[src/rtl/vofs_pkg.sv]
package vofs_pkg;

    // ****************************************
    // register map (index, byte address = 4 * index)
    // ****************************************
    localparam logic [5:0] IDX_CLAMP_PLACE  = 6'h05;
    localparam logic [5:0] IDX_CLAMP_LEN    = 6'h06;
    localparam logic [5:0] IDX_OUT_MODE     = 6'h0E;
    localparam logic [5:0] IDX_SYNC_CLAMP   = 6'h0F;
    localparam logic [5:0] IDX_OUT_CLOCK    = 6'h10;
    localparam logic [5:0] IDX_STATUS       = 6'h1F;

    localparam logic [7:0] RST_CLAMP_PLACE  = 8'h08;
    localparam logic [7:0] RST_CLAMP_LEN    = 8'h14;
    localparam logic [7:0] RST_OUT_MODE     = 8'hD8;
    localparam logic [7:0] RST_SYNC_CLAMP   = 8'hD0;
    localparam logic [7:0] RST_OUT_CLOCK    = 8'h30;

    // ****************************************
    // field positions
    // ****************************************
    localparam int B_PORT_SPLIT   = 7;
    localparam int B_PAIRING      = 6;
    localparam int B_PORT_PHASE   = 5;
    localparam int B_HS_OUT_POL   = 4;
    localparam int B_VS_OUT_INV   = 3;
    localparam int B_HS_IN_LVL    = 7;
    localparam int B_HOLD_LVL     = 6;
    localparam int B_CLAMP_SRC    = 5;
    localparam int B_EXT_CLAMP_LV = 4;
    localparam int B_PCLK_SRC     = 3;
    localparam int B_CLAMP_REF_HI = 2;
    localparam int B_CLK_INV      = 7;
    localparam int B_PIX_PER_CLK  = 6;

    localparam int CH_W = 8;

    // ****************************************
    // types
    // ****************************************
    typedef struct packed {
        logic [CH_W-1:0] r;
        logic [CH_W-1:0] g;
        logic [CH_W-1:0] b;
    } vofs_pix_t;

    typedef enum logic [1:0] {CL_IDLE, CL_WAIT, CL_ON} vofs_clamp_st_t;

    typedef struct packed {
        logic [7:0]     out_mode_q;
        logic [7:0]     sync_clamp_q;
        logic [7:0]     out_clock_q;
        logic [7:0]     place_q;
        logic [7:0]     len_q;
        logic [31:0]    rdata_q;
        logic [1:0]     hs_s;
        logic [1:0]     vs_s;
        logic [1:0]     hold_s;
        logic [1:0]     clamp_s;
        logic           hs_prev;
        logic           odd;
        vofs_pix_t      held;
        vofs_pix_t      pa;
        vofs_pix_t      pb;
        logic           pb_oe;
        logic           upd;
        logic           hs_out;
        logic           vs_out;
        logic           hold_act;
        logic           loop_ref;
        logic           clamp_on;
        logic [7:0]     ccnt;
        vofs_clamp_st_t cst;
    } vofs_state_t;

endpackage : vofs_pkg

[src/rtl/vofs_core.sv]
`timescale 1ns/1ps
module vofs_core
    import vofs_pkg::*;
(
    // clock and reset
    input  wire logic        clock,
    input  wire logic        rst,
    // apb slave
    input  wire logic        psel,
    input  wire logic        penable,
    input  wire logic        pwrite,
    input  wire logic [11:0] paddr,
    input  wire logic [31:0] pwdata,
    input  wire logic [3:0]  pstrb,
    output logic      [31:0] prdata,
    output logic             pready,
    output logic             pslverr,
    // pixel stream in, same clock
    input  wire logic        pix_valid,
    input  wire vofs_pix_t   pix_in,
    input  wire logic        digital_sel,
    input  wire logic        dig_hsync,
    input  wire logic        dig_vsync,
    // analog-side pins
    input  wire logic        hsync_pin,
    input  wire logic        vsync_pin,
    input  wire logic        hold_pin,
    input  wire logic        ext_clamp_pin,
    // output ports
    output vofs_pix_t        port_a,
    output vofs_pix_t        port_b,
    output logic             port_a_oe,
    output logic             port_b_oe,
    output logic             port_update,
    output logic             output_data_clock,
    // syncs out
    output logic             hsync_out,
    output logic             sync_on_green,
    output logic             vsync_out,
    // clock generator and clamp control
    output logic             gen_hold,
    output logic             loop_hsync_ref,
    output logic             pixel_clock_source_select,
    output logic             clamp_active,
    output logic [2:0]       clamp_midscale
);

    vofs_state_t st_q;
    vofs_state_t st_d;

    logic       hit;
    logic [5:0] idx;
    logic       dual;
    logic       pairing;
    logic       phase;
    logic       hs_lvl;
    logic       hs_act;
    logic       hs_act_prev;
    logic       lead;
    logic       trail;
    logic       first;
    logic       to_b;

    function automatic logic [7:0] at_least_one(input logic [7:0] v);
        return (v == 8'h00) ? 8'h01 : v;
    endfunction : at_least_one

    function automatic logic [7:0] reg_read(input vofs_state_t s, input logic [5:0] i);
        unique case (i)
            IDX_CLAMP_PLACE: reg_read = s.place_q;
            IDX_CLAMP_LEN:   reg_read = s.len_q;
            IDX_OUT_MODE:    reg_read = s.out_mode_q;
            IDX_SYNC_CLAMP:  reg_read = s.sync_clamp_q;
            IDX_OUT_CLOCK:   reg_read = s.out_clock_q;
            default:         reg_read = {2'h0, s.cst, s.clamp_on, s.hold_act, s.odd, s.hs_s[1]};
        endcase
    endfunction : reg_read

    // ****************************************
    // apb decode
    // ****************************************
    always_comb begin
        idx = paddr[7:2];
        hit = (paddr[11:8] == 4'h0) && (paddr[1:0] == 2'h0) &&
              (idx == IDX_CLAMP_PLACE || idx == IDX_CLAMP_LEN || idx == IDX_OUT_MODE ||
               idx == IDX_SYNC_CLAMP || idx == IDX_OUT_CLOCK || idx == IDX_STATUS);
    end

    // zero-wait slave: answer in the first access cycle
    assign pready  = 1'b1;
    assign pslverr = psel && penable && !hit;
    assign prdata  = st_q.rdata_q;

    // ****************************************
    // sync and steering decode
    // ****************************************
    always_comb begin
        dual    = digital_sel ? st_q.out_clock_q[B_PIX_PER_CLK] : st_q.out_mode_q[B_PORT_SPLIT];
        pairing = dual && st_q.out_mode_q[B_PAIRING];
        phase   = dual && st_q.out_mode_q[B_PORT_PHASE];
        hs_lvl  = digital_sel ? dig_hsync : st_q.hs_s[1];
        hs_act      = digital_sel ? hs_lvl : (st_q.sync_clamp_q[B_HS_IN_LVL] ? hs_lvl : !hs_lvl);
        hs_act_prev = digital_sel ? st_q.hs_prev
                                  : (st_q.sync_clamp_q[B_HS_IN_LVL] ? st_q.hs_prev : !st_q.hs_prev);
        lead    = hs_act && !hs_act_prev;
        trail   = !hs_act && hs_act_prev;
        first   = lead || !st_q.odd;
        to_b    = dual && (first ? phase : !phase);
    end

    // ****************************************
    // next state
    // ****************************************
    always_comb begin
        st_d = st_q;

        // register writes
        if (psel && penable && pwrite && hit && pstrb[0]) begin
            unique case (idx)
                IDX_CLAMP_PLACE: st_d.place_q      = pwdata[7:0];
                IDX_CLAMP_LEN:   st_d.len_q        = pwdata[7:0];
                IDX_OUT_MODE:    st_d.out_mode_q   = {pwdata[7:3], 3'h0};
                IDX_SYNC_CLAMP:  st_d.sync_clamp_q = pwdata[7:0];
                IDX_OUT_CLOCK:   st_d.out_clock_q  = {pwdata[7:2], 2'h0};
                default:         st_d.out_clock_q  = st_q.out_clock_q;
            endcase
        end
        // read data captured in setup so it leaves a flop
        if (psel && !penable) begin
            st_d.rdata_q = hit ? {24'h000000, reg_read(st_q, idx)} : 32'h00000000;
        end

        // pin synchronisers
        st_d.hs_s    = {st_q.hs_s[0], hsync_pin};
        st_d.vs_s    = {st_q.vs_s[0], vsync_pin};
        st_d.hold_s  = {st_q.hold_s[0], hold_pin};
        st_d.clamp_s = {st_q.clamp_s[0], ext_clamp_pin};
        st_d.hs_prev = hs_lvl;

        st_d.pb_oe = dual;
        st_d.upd   = 1'b0;
        if (lead) begin
            st_d.odd = 1'b0;
        end
        if (pix_valid) begin
            st_d.odd = first;
            if (!dual) begin
                st_d.pa  = pix_in;
                st_d.upd = 1'b1;
            end else if (!pairing) begin
                if (to_b) begin
                    st_d.pb = pix_in;
                end else begin
                    st_d.pa = pix_in;
                end
                st_d.upd = 1'b1;
            end else if (first) begin
                st_d.held = pix_in;
            end else begin
                st_d.pa  = phase ? pix_in : st_q.held;
                st_d.pb  = phase ? st_q.held : pix_in;
                st_d.upd = 1'b1;
            end
        end

        st_d.hs_out = st_q.out_mode_q[B_HS_OUT_POL] ? !hs_act : hs_act;
        st_d.vs_out = st_q.out_mode_q[B_VS_OUT_INV] ? (digital_sel ? dig_vsync : st_q.vs_s[1])
                                                    : !(digital_sel ? dig_vsync : st_q.vs_s[1]);

        st_d.hold_act = st_q.sync_clamp_q[B_HOLD_LVL] ? st_q.hold_s[1] : !st_q.hold_s[1];
        // loop reference only when loop clocks
        st_d.loop_ref = lead && !digital_sel && !st_d.hold_act && !st_q.sync_clamp_q[B_PCLK_SRC];

        unique case (st_q.cst)
            CL_IDLE: begin
                if (trail) begin
                    st_d.cst  = CL_WAIT;
                    st_d.ccnt = at_least_one(st_q.place_q);
                end
            end
            CL_WAIT: begin
                if (pix_valid) begin
                    st_d.ccnt = st_q.ccnt - 8'h01;
                    if (st_q.ccnt == 8'h01) begin
                        st_d.cst  = CL_ON;
                        st_d.ccnt = at_least_one(st_q.len_q);
                    end
                end
            end
            CL_ON: begin
                if (pix_valid) begin
                    st_d.ccnt = st_q.ccnt - 8'h01;
                    if (st_q.ccnt == 8'h01) begin
                        st_d.cst = CL_IDLE;
                    end
                end
            end
        endcase
        // restart at every trailing edge, no stale count
        if (trail) begin
            st_d.cst  = CL_WAIT;
            st_d.ccnt = at_least_one(st_q.place_q);
        end
        if (st_q.sync_clamp_q[B_CLAMP_SRC]) begin
            st_d.clamp_on = st_q.sync_clamp_q[B_EXT_CLAMP_LV] ? !st_q.clamp_s[1] : st_q.clamp_s[1];
        end else begin
            st_d.clamp_on = (st_d.cst == CL_ON);
        end
    end

    always_ff @(posedge clock or posedge rst) begin
        if (rst) begin
            st_q              <= '0;
            st_q.out_mode_q   <= RST_OUT_MODE;
            st_q.sync_clamp_q <= RST_SYNC_CLAMP;
            st_q.out_clock_q  <= RST_OUT_CLOCK;
            st_q.place_q      <= RST_CLAMP_PLACE;
            st_q.len_q        <= RST_CLAMP_LEN;
            st_q.cst          <= CL_IDLE;
        end else begin
            st_q <= st_d;
        end
    end

    // ****************************************
    // outputs
    // ****************************************
    assign port_a        = st_q.pa;
    assign port_b        = st_q.pb;
    assign port_a_oe     = 1'b1;
    assign port_b_oe     = st_q.pb_oe;
    assign port_update   = st_q.upd;
    // clock low at launch, invert digital only
    assign output_data_clock = !st_q.upd ^ (digital_sel && st_q.out_clock_q[B_CLK_INV]);
    assign hsync_out     = st_q.hs_out;
    assign sync_on_green = st_q.hs_out;
    assign vsync_out     = st_q.vs_out;
    assign gen_hold      = st_q.hold_act;
    assign loop_hsync_ref = st_q.loop_ref;
    assign pixel_clock_source_select = st_q.sync_clamp_q[B_PCLK_SRC];
    assign clamp_active  = st_q.clamp_on;
    assign clamp_midscale = st_q.sync_clamp_q[B_CLAMP_REF_HI:0];

    // ****************************************
    // assertions
    // ****************************************
    property p_single_b_off;
        @(posedge clock) disable iff (rst) !dual |=> !port_b_oe;
    endproperty
    a_single_b_off: assert property (p_single_b_off) else $error("port b driven in single mode");

    property p_single_on_a;
        @(posedge clock) disable iff (rst) (pix_valid && !dual) |=> (port_update && port_a == $past(pix_in));
    endproperty
    a_single_on_a: assert property (p_single_on_a) else $error("single pixel not on a");

    property p_first_a;
        @(posedge clock) disable iff (rst)
            (pix_valid && dual && !pairing && !phase && (lead || !st_q.odd)) |=> port_a == $past(pix_in);
    endproperty
    a_first_a: assert property (p_first_a) else $error("first sample missed port a");

    property p_first_b;
        @(posedge clock) disable iff (rst)
            (pix_valid && dual && !pairing && phase && (lead || !st_q.odd)) |=> port_b == $past(pix_in);
    endproperty
    a_first_b: assert property (p_first_b) else $error("first sample missed port b");

    property p_pair_wait;
        @(posedge clock) disable iff (rst)
            (pix_valid && pairing && st_q.odd && !lead) |=> port_update;
    endproperty
    a_pair_wait: assert property (p_pair_wait) else $error("pair not updated on second");

    property p_pair_first_quiet;
        @(posedge clock) disable iff (rst) (pix_valid && pairing && (lead || !st_q.odd)) |=> !port_update;
    endproperty
    a_pair_first_quiet: assert property (p_pair_first_quiet) else $error("pair updated early");

    property p_sog_match;
        @(posedge clock) disable iff (rst)
            $past(digital_sel) |-> sync_on_green == ($past(st_q.out_mode_q[B_HS_OUT_POL]) ^ $past(dig_hsync));
    endproperty
    a_sog_match: assert property (p_sog_match) else $error("sog polarity differs");

    property p_vsync_pol;
        @(posedge clock) disable iff (rst)
            ($past(!digital_sel) && $past(!digital_sel, 2) && $past(!digital_sel, 3)) |->
            vsync_out == ($past(st_q.out_mode_q[B_VS_OUT_INV]) ? $past(vsync_pin, 3) : !$past(vsync_pin, 3));
    endproperty
    a_vsync_pol: assert property (p_vsync_pol) else $error("vsync invert wrong");

    property p_ext_clamp;
        @(posedge clock) disable iff (rst)
            ($past(st_q.sync_clamp_q[B_CLAMP_SRC]) && $stable(st_q.sync_clamp_q)) |->
            clamp_active == ($past(st_q.sync_clamp_q[B_EXT_CLAMP_LV]) ? !$past(ext_clamp_pin, 3)
                                                                     : $past(ext_clamp_pin, 3));
    endproperty
    a_ext_clamp: assert property (p_ext_clamp) else $error("external clamp level wrong");

    property p_hold_gates;
        @(posedge clock) disable iff (rst) gen_hold |-> !loop_hsync_ref;
    endproperty
    a_hold_gates: assert property (p_hold_gates) else $error("loop fed during hold");

    property p_ext_clk_no_ref;
        @(posedge clock) disable iff (rst) $past(pixel_clock_source_select) |-> !loop_hsync_ref;
    endproperty
    a_ext_clk_no_ref: assert property (p_ext_clk_no_ref) else $error("loop fed on external clock");

    property p_int_clamp_start;
        @(posedge clock) disable iff (rst)
            (!$past(st_q.sync_clamp_q[B_CLAMP_SRC]) && !$past(st_q.sync_clamp_q[B_CLAMP_SRC], 2) &&
             $rose(clamp_active)) |-> $past(st_q.cst) == CL_WAIT;
    endproperty
    a_int_clamp_start: assert property (p_int_clamp_start) else $error("clamp began without wait");

    c_dual_pair:  cover property (@(posedge clock) disable iff (rst) pairing && port_update);
    c_ext_clamp:  cover property (@(posedge clock) disable iff (rst) st_q.sync_clamp_q[B_CLAMP_SRC] && clamp_active);
    c_int_clamp:  cover property (@(posedge clock) disable iff (rst) st_q.cst == CL_ON);
    c_phase_swap: cover property (@(posedge clock) disable iff (rst) pix_valid && dual && phase);

endmodule : vofs_core

[config.mk]
export PLATFORM = sky130hd
export DESIGN_NAME = vofs_core
export DESIGN_NICKNAME = d
export VERILOG_FILES = /design/src/rtl/vofs_pkg.sv /design/src/rtl/vofs_core.sv
export SDC_FILE = /design/constraint.sdc
export NUM_CORES = 1
export LEC_CHECK = 0
export ABC_AREA = 1
export ABC_CLOCK_PERIOD_IN_PS = 4500
export BUFFER_PORTS_ARGS = -buffer_cell sky130_fd_sc_hd__clkbuf_2
export CORE_MARGIN = 4
export CORE_UTILIZATION = 50
export DETAILED_ROUTE_END_ITERATION = 6
export GPL_TIMING_DRIVEN = 0
export PLACE_DENSITY = 0.75
export SETUP_SLACK_MARGIN = 0.4
export SKIP_LAST_GASP = 1
export SLEW_MARGIN = 25
export SYNTH_ARGS = -nofsm -noshare
export SYNTH_HDL_FRONTEND = slang
export SYNTH_SLANG_ARGS = --single-unit
[constraint.sdc]
create_clock -name clock -period 4.5 [get_ports clock]
set_input_delay 0.225 -clock clock [delete_from_list [all_inputs] [get_ports clock]]
set_output_delay 0.225 -clock clock [all_outputs]
set_load 0.05 [all_outputs]
==> impl_metrics.ini, run 1 <==
[routing]
routed_via_count = 6949
first_pass_iters = 5
route.detailed.drc = 0
drt-total-wl_mm = 20.1
drt-initial-drc-count = 685
detail-route-antenna-nets = 0
via_per_inst = 5.06
drt-wirelength-per-cell_um = 14.6

[pwr]
worst_ir_drop_vdd_mv = 0.358
cellPowerDensity_nw_per_um2 = 513
total_leakage_power_uw = 0.00540

[final_layout]
layout_cells_sized_above_1_pct = 26.6
final_nets = 1261
layout.cell_area.non_filler_um2 = 9430
antenna-diode-count = 0
nFillCells = 1401
utilization_pct = 62.0
area_added_between_synthesis_and_finish_pct = 21.3

[clocking]
insertion_delay_ps = 430
clock_sinks = 142
cts_buffer_depth = 2
cts_setup_buffers = 0
cts.htree.levels = 4
clkSlewWorstSetupHoldPaths_ps = 60
clk_root_buffer_cell = sky130_fd_sc_hd__clkbuf_16
cts_inserted_buffers = 17
cts_tree = done

[yosys]
ys_async_sr_fraction_pct = 100
netlist_instances = 997
netlist-cell-type-count = 42
sequential_cell_area_fraction_in_the_yosys_report_pct = 45.9
synthesis.yosys.warnings = 0
ys.flop_type = sky130_fd_sc_hd__dfrtp_1
postSynthRegisterBits = 142
synthesis.area_um2 = 7770
syn-mean-instance-area_um2 = 7.79
synth_enable_flop_cells = 0

[die]
design.die.area_um2 = 17600
rows = 45
i_o_pins = 181
floorplan.die.width_um = 133
die_h_um = 133
fp.coreArea_um2 = 15200
initial_core_util_pct = 51.1

[timing]
report.final.slew_viol_count = 0
report.final.hold_viol_count = 0
finalWorstPathRequiredPeriod_ps = 1910
report.final.setup_viol = 0
max_freq_mhz = 523
timing.slew.headroom_pct = 60.8
grt_setup_unrepaired = false
finalCritPeriodShare_pct = 42.5
worst_clock_skew_ps = 6.02
final.setup.worst_slack_ps = 2590
max_slew.worst_pin.slew_ps = 589

[critical_path]
r2r.worst_path.cells = 7
setup.reg_to_reg.worst_slack_ps = 2590
cpPeakStageDelay_ps = 540
cp_max_fo = 10
type_of_the_worst_setup_path = flip-flop to flip-flop
crit_end = port_a[6]
crit_chain = inv_1, nor2_4, nand2_2, clkbuf_1, o21ai_0, nand3_1, nand2_1
worstSetupStartpoint = st_q[169]
critical_path_required_ps = 4870
worst_r2r_src = st_q[169]
worstReg2RegEnd = port_a[6]
setup.worst_path.end_class = flip-flop
crit_slowest_cell = sky130_fd_sc_hd__dfstp_2
startpoint_class = flip-flop
timing.critical_path.arrival_ps = 2280

[grt]
global_route_wire_length_before_repair_mm = 32.9
globalRoute.totalOverflow = 0
vias_in_the_first_global_route = 6608
grt_antenna_before_repair = 0
track_usage_pct = 23.1
grt_max_degree = 81

[outcome]
run_status = finished, final reports clean

[place]
placement.setup.worst_slack_ps = 2610
dpl-instance-area_um2 = 8760
buffer_ports.inserted = 125
dpl.hpwl_mm = 14.5
place_congestion = 0.913

[worst_hold_path]
hold-path-cell-count = 2
class_of_the_worst_hold_path = input pin to flip-flop

[job]
number_of_max_cap_violations = 0
cell families after synthesis:
family          after synthesis  share of synthesized area, %
flops                       142                          45.9
simple gates                539                          30.0
xor+xnor                      9                          1.01
other cells                   2                        0.0966
compound gates              103                          7.16
fa+ha+maj                     5                         0.805
buf+inv                     197                          15.0
repair_timing:
item,in CTS,in global routing
hold buffers,5,0
endpoints found under the hold margin,54,0
gates resized for setup,0,0
Yosys cell counts (all sizes together), types with 5 or more instances:
cell type    n  share of area, %
nand3       75               5.3
o211ai       5              0.48
buf        109                11
nand4       11               1.4
dfrtp      130                42
xor2         8              0.90
o21ai       59               3.9
a21oi       31               2.0
clkbuf       7              0.34
ha           5              0.81
nor3         6              0.53
inv         80               3.9
dfstp       12               4.1
nand2      386                19
nor2        58               3.3
final cells by class:
| class | instances | area, um^2 | area share, % |
|---|---|---|---|
| inverter | 81 | 314 | 3.33 |
| multi-input combinational | 682 | 3130 | 33.2 |
| clock inverter | 14 | 179 | 1.90 |
| clock buffer | 18 | 439 | 4.66 |
| buffer | 116 | 861 | 9.13 |
| tap | 188 | 235 | 2.50 |
| sequential | 142 | 3570 | 37.9 |
| timing repair buffer | 131 | 703 | 7.46 |
cell usage in the layout, fill, tap and decap left out, types with 26 or more instances in the layout:
cell	count
sky130_fd_sc_hd__nand2_1	376
sky130_fd_sc_hd__dfrtp_1	130
sky130_fd_sc_hd__clkbuf_2	125
sky130_fd_sc_hd__buf_4	91
sky130_fd_sc_hd__inv_1	73
sky130_fd_sc_hd__nand3_1	70
sky130_fd_sc_hd__nor2_1	51
sky130_fd_sc_hd__o21ai_0	51
sky130_fd_sc_hd__a21oi_1	31
sky130_fd_sc_hd__conb_1	26
critical path, delay by kind of cell, from the launching register on:
kind / cells / cell delay [ps]
compound gates: 1 / 470
buf+inv: 2 / 370
flops: 1 / 540
simple gates: 4 / 480
layer usage:
metal | GRT usage (%) | wire [um] | up-vias
met2 | 35.3 | 9130 | 287
met1 | 33.0 | 9120 | 3245
met5 | 0 | 0 | -
li1 | - | - | 3388
met4 | 7.79 | 397 | 0
met3 | 4.98 | 1420 | 29
how the worst min path moves through the flow:
stage                             start              to
after floorplan           ext_clamp_pin        st_d[92]
after global placement         st_d[98]        st_q[98]
after detailed placement            rst       prdata[2]
after CTS                   digital_sel  loop_hsync_ref
after global routing        digital_sel  loop_hsync_ref
final                       digital_sel  loop_hsync_ref
flip-flops by register name (all words and copies together) (netlist names):
signal	count
clamp_active	1
clamp_midscale	3
gen_hold	1
hsync_out	1
loop_hsync_ref	1
pixel_clock_source_select	1
port_a	24
port_b	24
port_b_oe	1
port_update	1
prdata	8
st_d	4
st_q	71
vsync_out	1
stage by stage:
step / power [uW] / instances / TNS [ps] / hold slack, ps
global route: 5090 / 1372 / 0 / 29.1
finish: 4840 / 1372 / 0 / 36.0
global placement: 3330 / 1334 / -149610 / 332
detailed placement: 3360 / 1335 / 0 / 287
CTS: 4860 / 1372 / 0 / 23.5
floorplan: 3000 / 1021 / 0 / 256
where the power goes:
group          leakage [uW]  internal, uW  switching [uW]
registers           0.00172          1470             117
logic               0.00338           555            1220
clock network      0.000295           896             587
Note: power is estimated with default switching activity, not from simulation.
==> run 2, diff against run 1 <==
Settings changed: ABC_CLOCK_PERIOD_IN_PS 4500 to 1700, CORE_UTILIZATION 50 to 49, PLACE_DENSITY 0.75 to 0.77.
Clock period 4.5 ns to 1.7 ns, I/O delays scaled along.
==> run 2 against run 1 <==
Effect of this change:
- the flow now finishes with violations (negative hold slack, negative setup slack)
- sequential cell count unchanged
- clock skew up 3.0 ps
- utilization up 8.7 points
- global-route usage is 2.3 points higher
- wire length is 14% higher
- total power rose to 2.8 times the previous value
- final cell count grew 7.0%
- largest power group unchanged
==> impl_metrics.ini, run 2 (synthesis gave the netlist of run 1 again) <==
[pwr]
share_comb_of_total_power_pct = 40.4
power.clock.fraction_pct = 27.7
power_uw = 13300
internal_dissipation_uw = 8000
power.switching_uw = 5330
net_switching_fraction_of_the_power_pct = 40.0
total_leakage_power_uw = 0.00595
sequentialPowerShare_pct = 31.8
worst_ir_drop_vdd_mv = 0.856
cellPowerDensity_nw_per_um2 = 1230

[grt]
vias_in_the_first_global_route = 7189
track_usage_pct = 25.4
grt_antenna_before_repair = 0
grt_max_degree = 30
global_route_wire_length_before_repair_mm = 36.1
globalRoute.totalOverflow = 0

[die]
initial_core_util_pct = 50.6
fp.coreArea_um2 = 15400
floorplan.die.width_um = 134
rows = 45
i_o_pins = 181
design.die.area_um2 = 17900
die_h_um = 134

[clocking]
clk_root_buffer_cell = sky130_fd_sc_hd__clkbuf_16
cts_inserted_buffers = 17
clkSlewWorstSetupHoldPaths_ps = 60
clock_sinks = 142
cts.hold.buffers_added = 38
cts_buffer_depth = 2
insertion_delay_ps = 430
cts_tree = done
cts.htree.levels = 4

[timing]
max_freq_mhz = 556
finalCritPeriodShare_pct = 106
final.hold.worst_slack_ps = -263
worst_clock_skew_ps = 8.98
timing.slew.headroom_pct = 51.8
report.final.hold_viol_count = 28
grt_setup_unrepaired = true
final.setup.worst_slack_ps = -100
finalSetupTns_ps = -2680
report.final.slew_viol_count = 0
finalWorstPathRequiredPeriod_ps = 1800
max_slew.worst_pin.slew_ps = 720
report.final.setup_viol = 57

[critical_path]
critical_path_required_ps = 2010
worst_r2r_src = st_q[153]
r2r.worst_path.cells = 9
worst_path_dominant_cell_family = simple AND/OR/NAND/NOR gates
startpoint_class = flip-flop
worstReg2RegEnd = port_a[21]
setup.worst_path.end_class = flip-flop
crit_buf_inv = 2
type_of_the_worst_setup_path = flip-flop to flip-flop
cpPeakStageDelay_ps = 400
timing.critical_path.arrival_ps = 2110
critical_path.most_common_cell = sky130_fd_sc_hd__nand2_1
crit_chain = inv_1, nand2_1, o21ai_4, nor2_4, nand2_2, clkbuf_1, o21ai_1, nand3_1, nand2_1
cp_max_fo = 10
crit_slowest_cell = sky130_fd_sc_hd__clkbuf_1
worstSetupStartpoint = st_q[153]
setup.reg_to_reg.worst_slack_ps = -100

[routing]
routed_via_count = 7418
drt-wirelength-per-cell_um = 15.6
first_pass_iters = 6
detail-route-antenna-nets = 0
drt-initial-drc-count = 787
via_per_inst = 5.05
route.detailed.drc = 0
drt-total-wl_mm = 22.9

[final_layout]
mostFrequentLayoutCells = sky130_fd_sc_hd__nand2_1, sky130_fd_sc_hd__dfrtp_1, sky130_fd_sc_hd__clkbuf_2, sky130_fd_sc_hd__buf_4, sky130_fd_sc_hd__inv_1
layout_cells_sized_above_1_pct = 36.2
area_added_between_synthesis_and_finish_pct = 39.8
max_ffs_per_register = 71
finish.cell_count_without_fillers = 1468
layout_commonest_cell = sky130_fd_sc_hd__nand2_1
largest-register = st_q
antenna-diode-count = 0
final_nets = 1334
nFillCells = 1142

[place]
place_inst = 1362
placement.setup.worst_slack_ps = -173
place_congestion = 0.877
dpl.hpwl_mm = 15.3
buffer_ports.inserted = 125

[job]
number_of_max_cap_violations = 0

[outcome]
failed_checks = negative hold slack, negative setup slack
run_status = finished, violations left

[worst_hold_path]
class_of_the_worst_hold_path = input pin to asynchronous set/reset pin
## run 2: area by class of cell
class	instances	area (um^2)	share of cell area, %
Multi-Input combinational cell	682	3620	33.3
Sequential cell	142	3570	32.9
Timing Repair Buffer	204	1530	14.1
Buffer	116	967	8.91
Clock buffer	27	533	4.91
Inverter	81	324	2.98
Tap cell	211	264	2.43
Clock inverter	5	52.6	0.484
## run 2: power groups by stage
stage / logic [uW] / clock network [uW] / registers [uW]
after floorplan: 3870 / 0 / 4220
after global placement: 4710 / 0 / 4270
after detailed placement: 4840 / 0 / 4270
after CTS: 5220 / 3710 / 4230
after global routing: 5740 / 3890 / 4300
final: 5390 / 3700 / 4240
## run 2: stage by stage
stage / util, % / instance area [um^2]
after floorplan: - / 8170
after global placement: 59.0 / 9060
after detailed placement: 59.8 / 9190
after CTS: 69.3 / 10700
after global routing: 70.7 / 10900
final: 70.7 / 10900
## run 2: what timing repair did
| action | CTS | global route |
|---|---|---|
| pin swaps | 15 | 8 |
| cloned | 3 | 0 |
| gates resized for setup | 77 | 45 |
| endpoints found under the setup margin | 90 | 128 |
| setup buffers | 23 | 10 |
| endpoints found under the hold margin | 92 | 28 |
## run 2: per-layer routing
layer / wire length (um) / global-route usage, % / part of all wire (%) / up-vias
met5: 0 / 0 / 0 / -
met3: 2090 / 7.09 / 9.1 / 48
li1: - / - / - / 3534
met1: 9540 / 34.4 / 42 / 3472
met4: 614 / 9.43 / 2.7 / 0
met2: 10600 / 39.2 / 46 / 364
## run 2: worst max path at each step
stage | to | slack, ps | depth (start not counted)
final | port_a[21] | -100 | 9
after floorplan | clamp_active | -150 | 1
after detailed placement | port_b[4] | -170 | 11
after global placement | st_q[96] | -1090 | 2
after global routing | st_q[79] | -200 | 11
after CTS | port_b[1] | -60 | 12
==> run 3, diff against run 2 <==
Settings changed: ABC_AREA 1 to not set, CORE_UTILIZATION 49 to 50, CTS_BUF_LIST set to sky130_fd_sc_hd__clkbuf_8, PLACE_DENSITY 0.77 to 0.78.
==> run 3 against run 2 <==
Effect of this change:
- the flow finishes with violations (negative setup slack)
- wire length down 5.5%
- clock-buffer cell count down 7
- die area down 3.4%
- via count down 19%
- cell area up 0.35%
- highest routed layer unchanged
==> impl_metrics.ini, run 3 <==
[outcome]
run_status = finished, violations left
failed_checks = negative setup slack

[clocking]
cts_inserted_buffers = 17
clk_root_buffer_cell = sky130_fd_sc_hd__clkbuf_8
insertion_delay_ps = 460
clkSlewWorstSetupHoldPaths_ps = 80
cts_buffer_depth = 2
cts_tree = done
cts.htree.levels = 4
clock_sinks = 142

[critical_path]
worstSetupStartpoint = st_q[98]
setup.worst_path.end_class = flip-flop
type_of_the_worst_setup_path = flip-flop to flip-flop
r2r.worst_path.cells = 7
critical_path_required_ps = 2050
timing.critical_path.arrival_ps = 2500
setup.reg_to_reg.worst_slack_ps = -450
cp_max_fo = 10
worstReg2RegEnd = port_b[14]
startpoint_class = flip-flop
worst_r2r_src = st_q[98]

[timing]
max_freq_mhz = 466
finalWorstPathRequiredPeriod_ps = 2150
grt_setup_unrepaired = true
max_slew.worst_pin.slew_ps = 577
report.final.setup_viol = 83
finalCritPeriodShare_pct = 126
final.hold.worst_slack_ps = 38.1
timing.slew.headroom_pct = 61.4
report.final.slew_viol_count = 0
report.final.hold_viol_count = 0
worst_clock_skew_ps = 14.5
final.setup.worst_slack_ps = -448

[die]
rows = 44
design.die.area_um2 = 17300
die_h_um = 132
fp.coreArea_um2 = 14800
i_o_pins = 181
floorplan.die.width_um = 132
initial_core_util_pct = 51.8

[routing]
drt-initial-drc-count = 331
route.detailed.drc = 0
detail-route-antenna-nets = 0
first_pass_iters = 6
drt-wirelength-per-cell_um = 19.6
via_per_inst = 5.48
routed_via_count = 6041
drt-total-wl_mm = 21.6

[worst_hold_path]
worst_hold_path.endpoint = port_update
hold-path-cell-count = 2
class_of_the_worst_hold_path = input pin to flip-flop
hold_path.startpoint = pix_valid

[yosys]
synth.top_cell.area_share_pct = 42.6
synth_enable_flop_cells = 0
ys.flop_type = sky130_fd_sc_hd__dfrtp_1
netlist-cell-type-count = 73
sequential_cell_area_fraction_in_the_yosys_report_pct = 46.7
post_synth_most_frequent_cells = sky130_fd_sc_hd__mux2_2, sky130_fd_sc_hd__dfrtp_1, sky130_fd_sc_hd__buf_4
syn-mean-instance-area_um2 = 12.2
synth.most_common_cell = sky130_fd_sc_hd__mux2_2
netlist_instances = 627
synth.top_cells.by_area = sky130_fd_sc_hd__dfrtp_1, sky130_fd_sc_hd__mux2_2, sky130_fd_sc_hd__buf_4, sky130_fd_sc_hd__dfstp_2, sky130_fd_sc_hd__nand2_1
synthesis.yosys.warnings = 0
ys_async_sr_fraction_pct = 100
postSynthRegisterBits = 142
synth_largest_area_cell = sky130_fd_sc_hd__dfrtp_1
synthesis.area_um2 = 7640

[job]
number_of_max_cap_violations = 0

[final_layout]
largest-register = st_q
layout.cell_area.non_filler_um2 = 10900
mostFrequentLayoutCells = sky130_fd_sc_hd__buf_4, sky130_fd_sc_hd__mux2_2, sky130_fd_sc_hd__dfrtp_1
area_added_between_synthesis_and_finish_pct = 42.6
final_nets = 995
layout_commonest_cell = sky130_fd_sc_hd__buf_4
layout_cells_sized_above_1_pct = 61.7
max_ffs_per_register = 71
antenna-diode-count = 0

[pwr]
power.switching_uw = 3240
net_switching_fraction_of_the_power_pct = 33.3
sequentialPowerShare_pct = 38.3
total_leakage_power_uw = 0.00542
worst_ir_drop_vdd_mv = 0.717
internal_dissipation_uw = 6470
share_comb_of_total_power_pct = 33.7
cellPowerDensity_nw_per_um2 = 891
power.clock.fraction_pct = 28.0

[place]
dpl-instance-area_um2 = 8970
buffer_ports.inserted = 124
place_congestion = 0.873
dpl.hpwl_mm = 13.4

[grt]
track_usage_pct = 23.7
grt_max_degree = 33
vias_in_the_first_global_route = 6337
grt_antenna_before_repair = 0
global_route_wire_length_before_repair_mm = 33.0
globalRoute.totalOverflow = 0
-- run 3: cell families (layout without fill, tap and decap cells) --
logic type | after synthesis | count (layout) | share of synthesized area [%]
other cells | 2 | 26 | 0.0983
mux | 165 | 165 | 24.3
fa+ha+maj | 5 | 5 | 0.818
buf+inv | 118 | 385 | 10.7
compound gates | 73 | 73 | 7.50
simple gates | 109 | 109 | 8.48
xor+xnor | 13 | 13 | 1.49
flops | 142 | 142 | 46.7
-- run 3: through the flow --
step           power (uW)  TNS, ps  cells  worst slack (ps)  util, %
2_1_floorplan        5730   -35980    651              -327        -
3_3_place_gp         6170  -167740    959              -974     60.1
3_5_place_dp         6260   -41880    964              -687     60.8
4_1_cts              9320   -24710   1083              -367     71.5
5_1_grt             10100   -36570   1102              -509     73.9
6_report             9710   -31620   1102              -448     73.9
-- run 3: routing by layer --
layer  track usage (%)  part of all wire (%)  vias up
met5                 0                     0        -
met4              10.1                   2.9        0
met3              5.16                   5.3       61
met2              40.2                    52      253
met1              29.3                    40     3017
li1                  -                     -     2710
-- run 3: layout make-up --
| cell class | instances | area [um^2] |
|---|---|---|
| flip-flops and latches | 142 | 3570 |
| fillers | 922 | 3860 |
| clock inverters | 12 | 119 |
| multi-input cells | 391 | 3770 |
| plain buffers | 108 | 891 |
| inverters | 10 | 41.3 |
| well taps | 184 | 230 |
| clock buffers | 20 | 275 |
| repair buffers | 235 | 2000 |
-- run 3: worst max path at each step --
stage / depth (start not counted) / slack, ps / end
after global placement: 2 / -970 / loop_hsync_ref
after global routing: 7 / -510 / port_a[19]
after CTS: 7 / -370 / port_b[5]
final: 7 / -450 / port_b[14]
after detailed placement: 5 / -690 / port_b[14]
after floorplan: 6 / -330 / port_b[0]
-- run 3: what timing repair did --
| item | 4_1_cts | 5_1_grt |
|---|---|---|
| setup endpoints to repair | 164 | 177 |
| gates cloned | 4 | 0 |
| buffers inserted | 44 | 19 |
| hold buffers | 39 | 0 |
| endpoints found under the hold margin | 105 | 0 |
| resized for setup | 98 | 102 |
| pin swaps | 20 | 18 |
-- run 3: worst max-delay path, stage by stage (launching register included) --
cell and delay [ps]:
sky130_fd_sc_hd__dfrtp_1 410, sky130_fd_sc_hd__or3b_4 390, sky130_fd_sc_hd__a21o_1 210, sky130_fd_sc_hd__and3_4 170, sky130_fd_sc_hd__o211ai_4 210, sky130_fd_sc_hd__buf_12 160
sky130_fd_sc_hd__buf_12 140, sky130_fd_sc_hd__mux2_2 350
-- run 3: power groups by stage --
stage,logic (uW),clock network (uW),registers [uW]
finish,3270,2720,3720
global route,3480,2920,3740
CTS,2900,2720,3710
detailed placement,2470,0,3790
global placement,2390,0,3780
floorplan,1950,0,3780
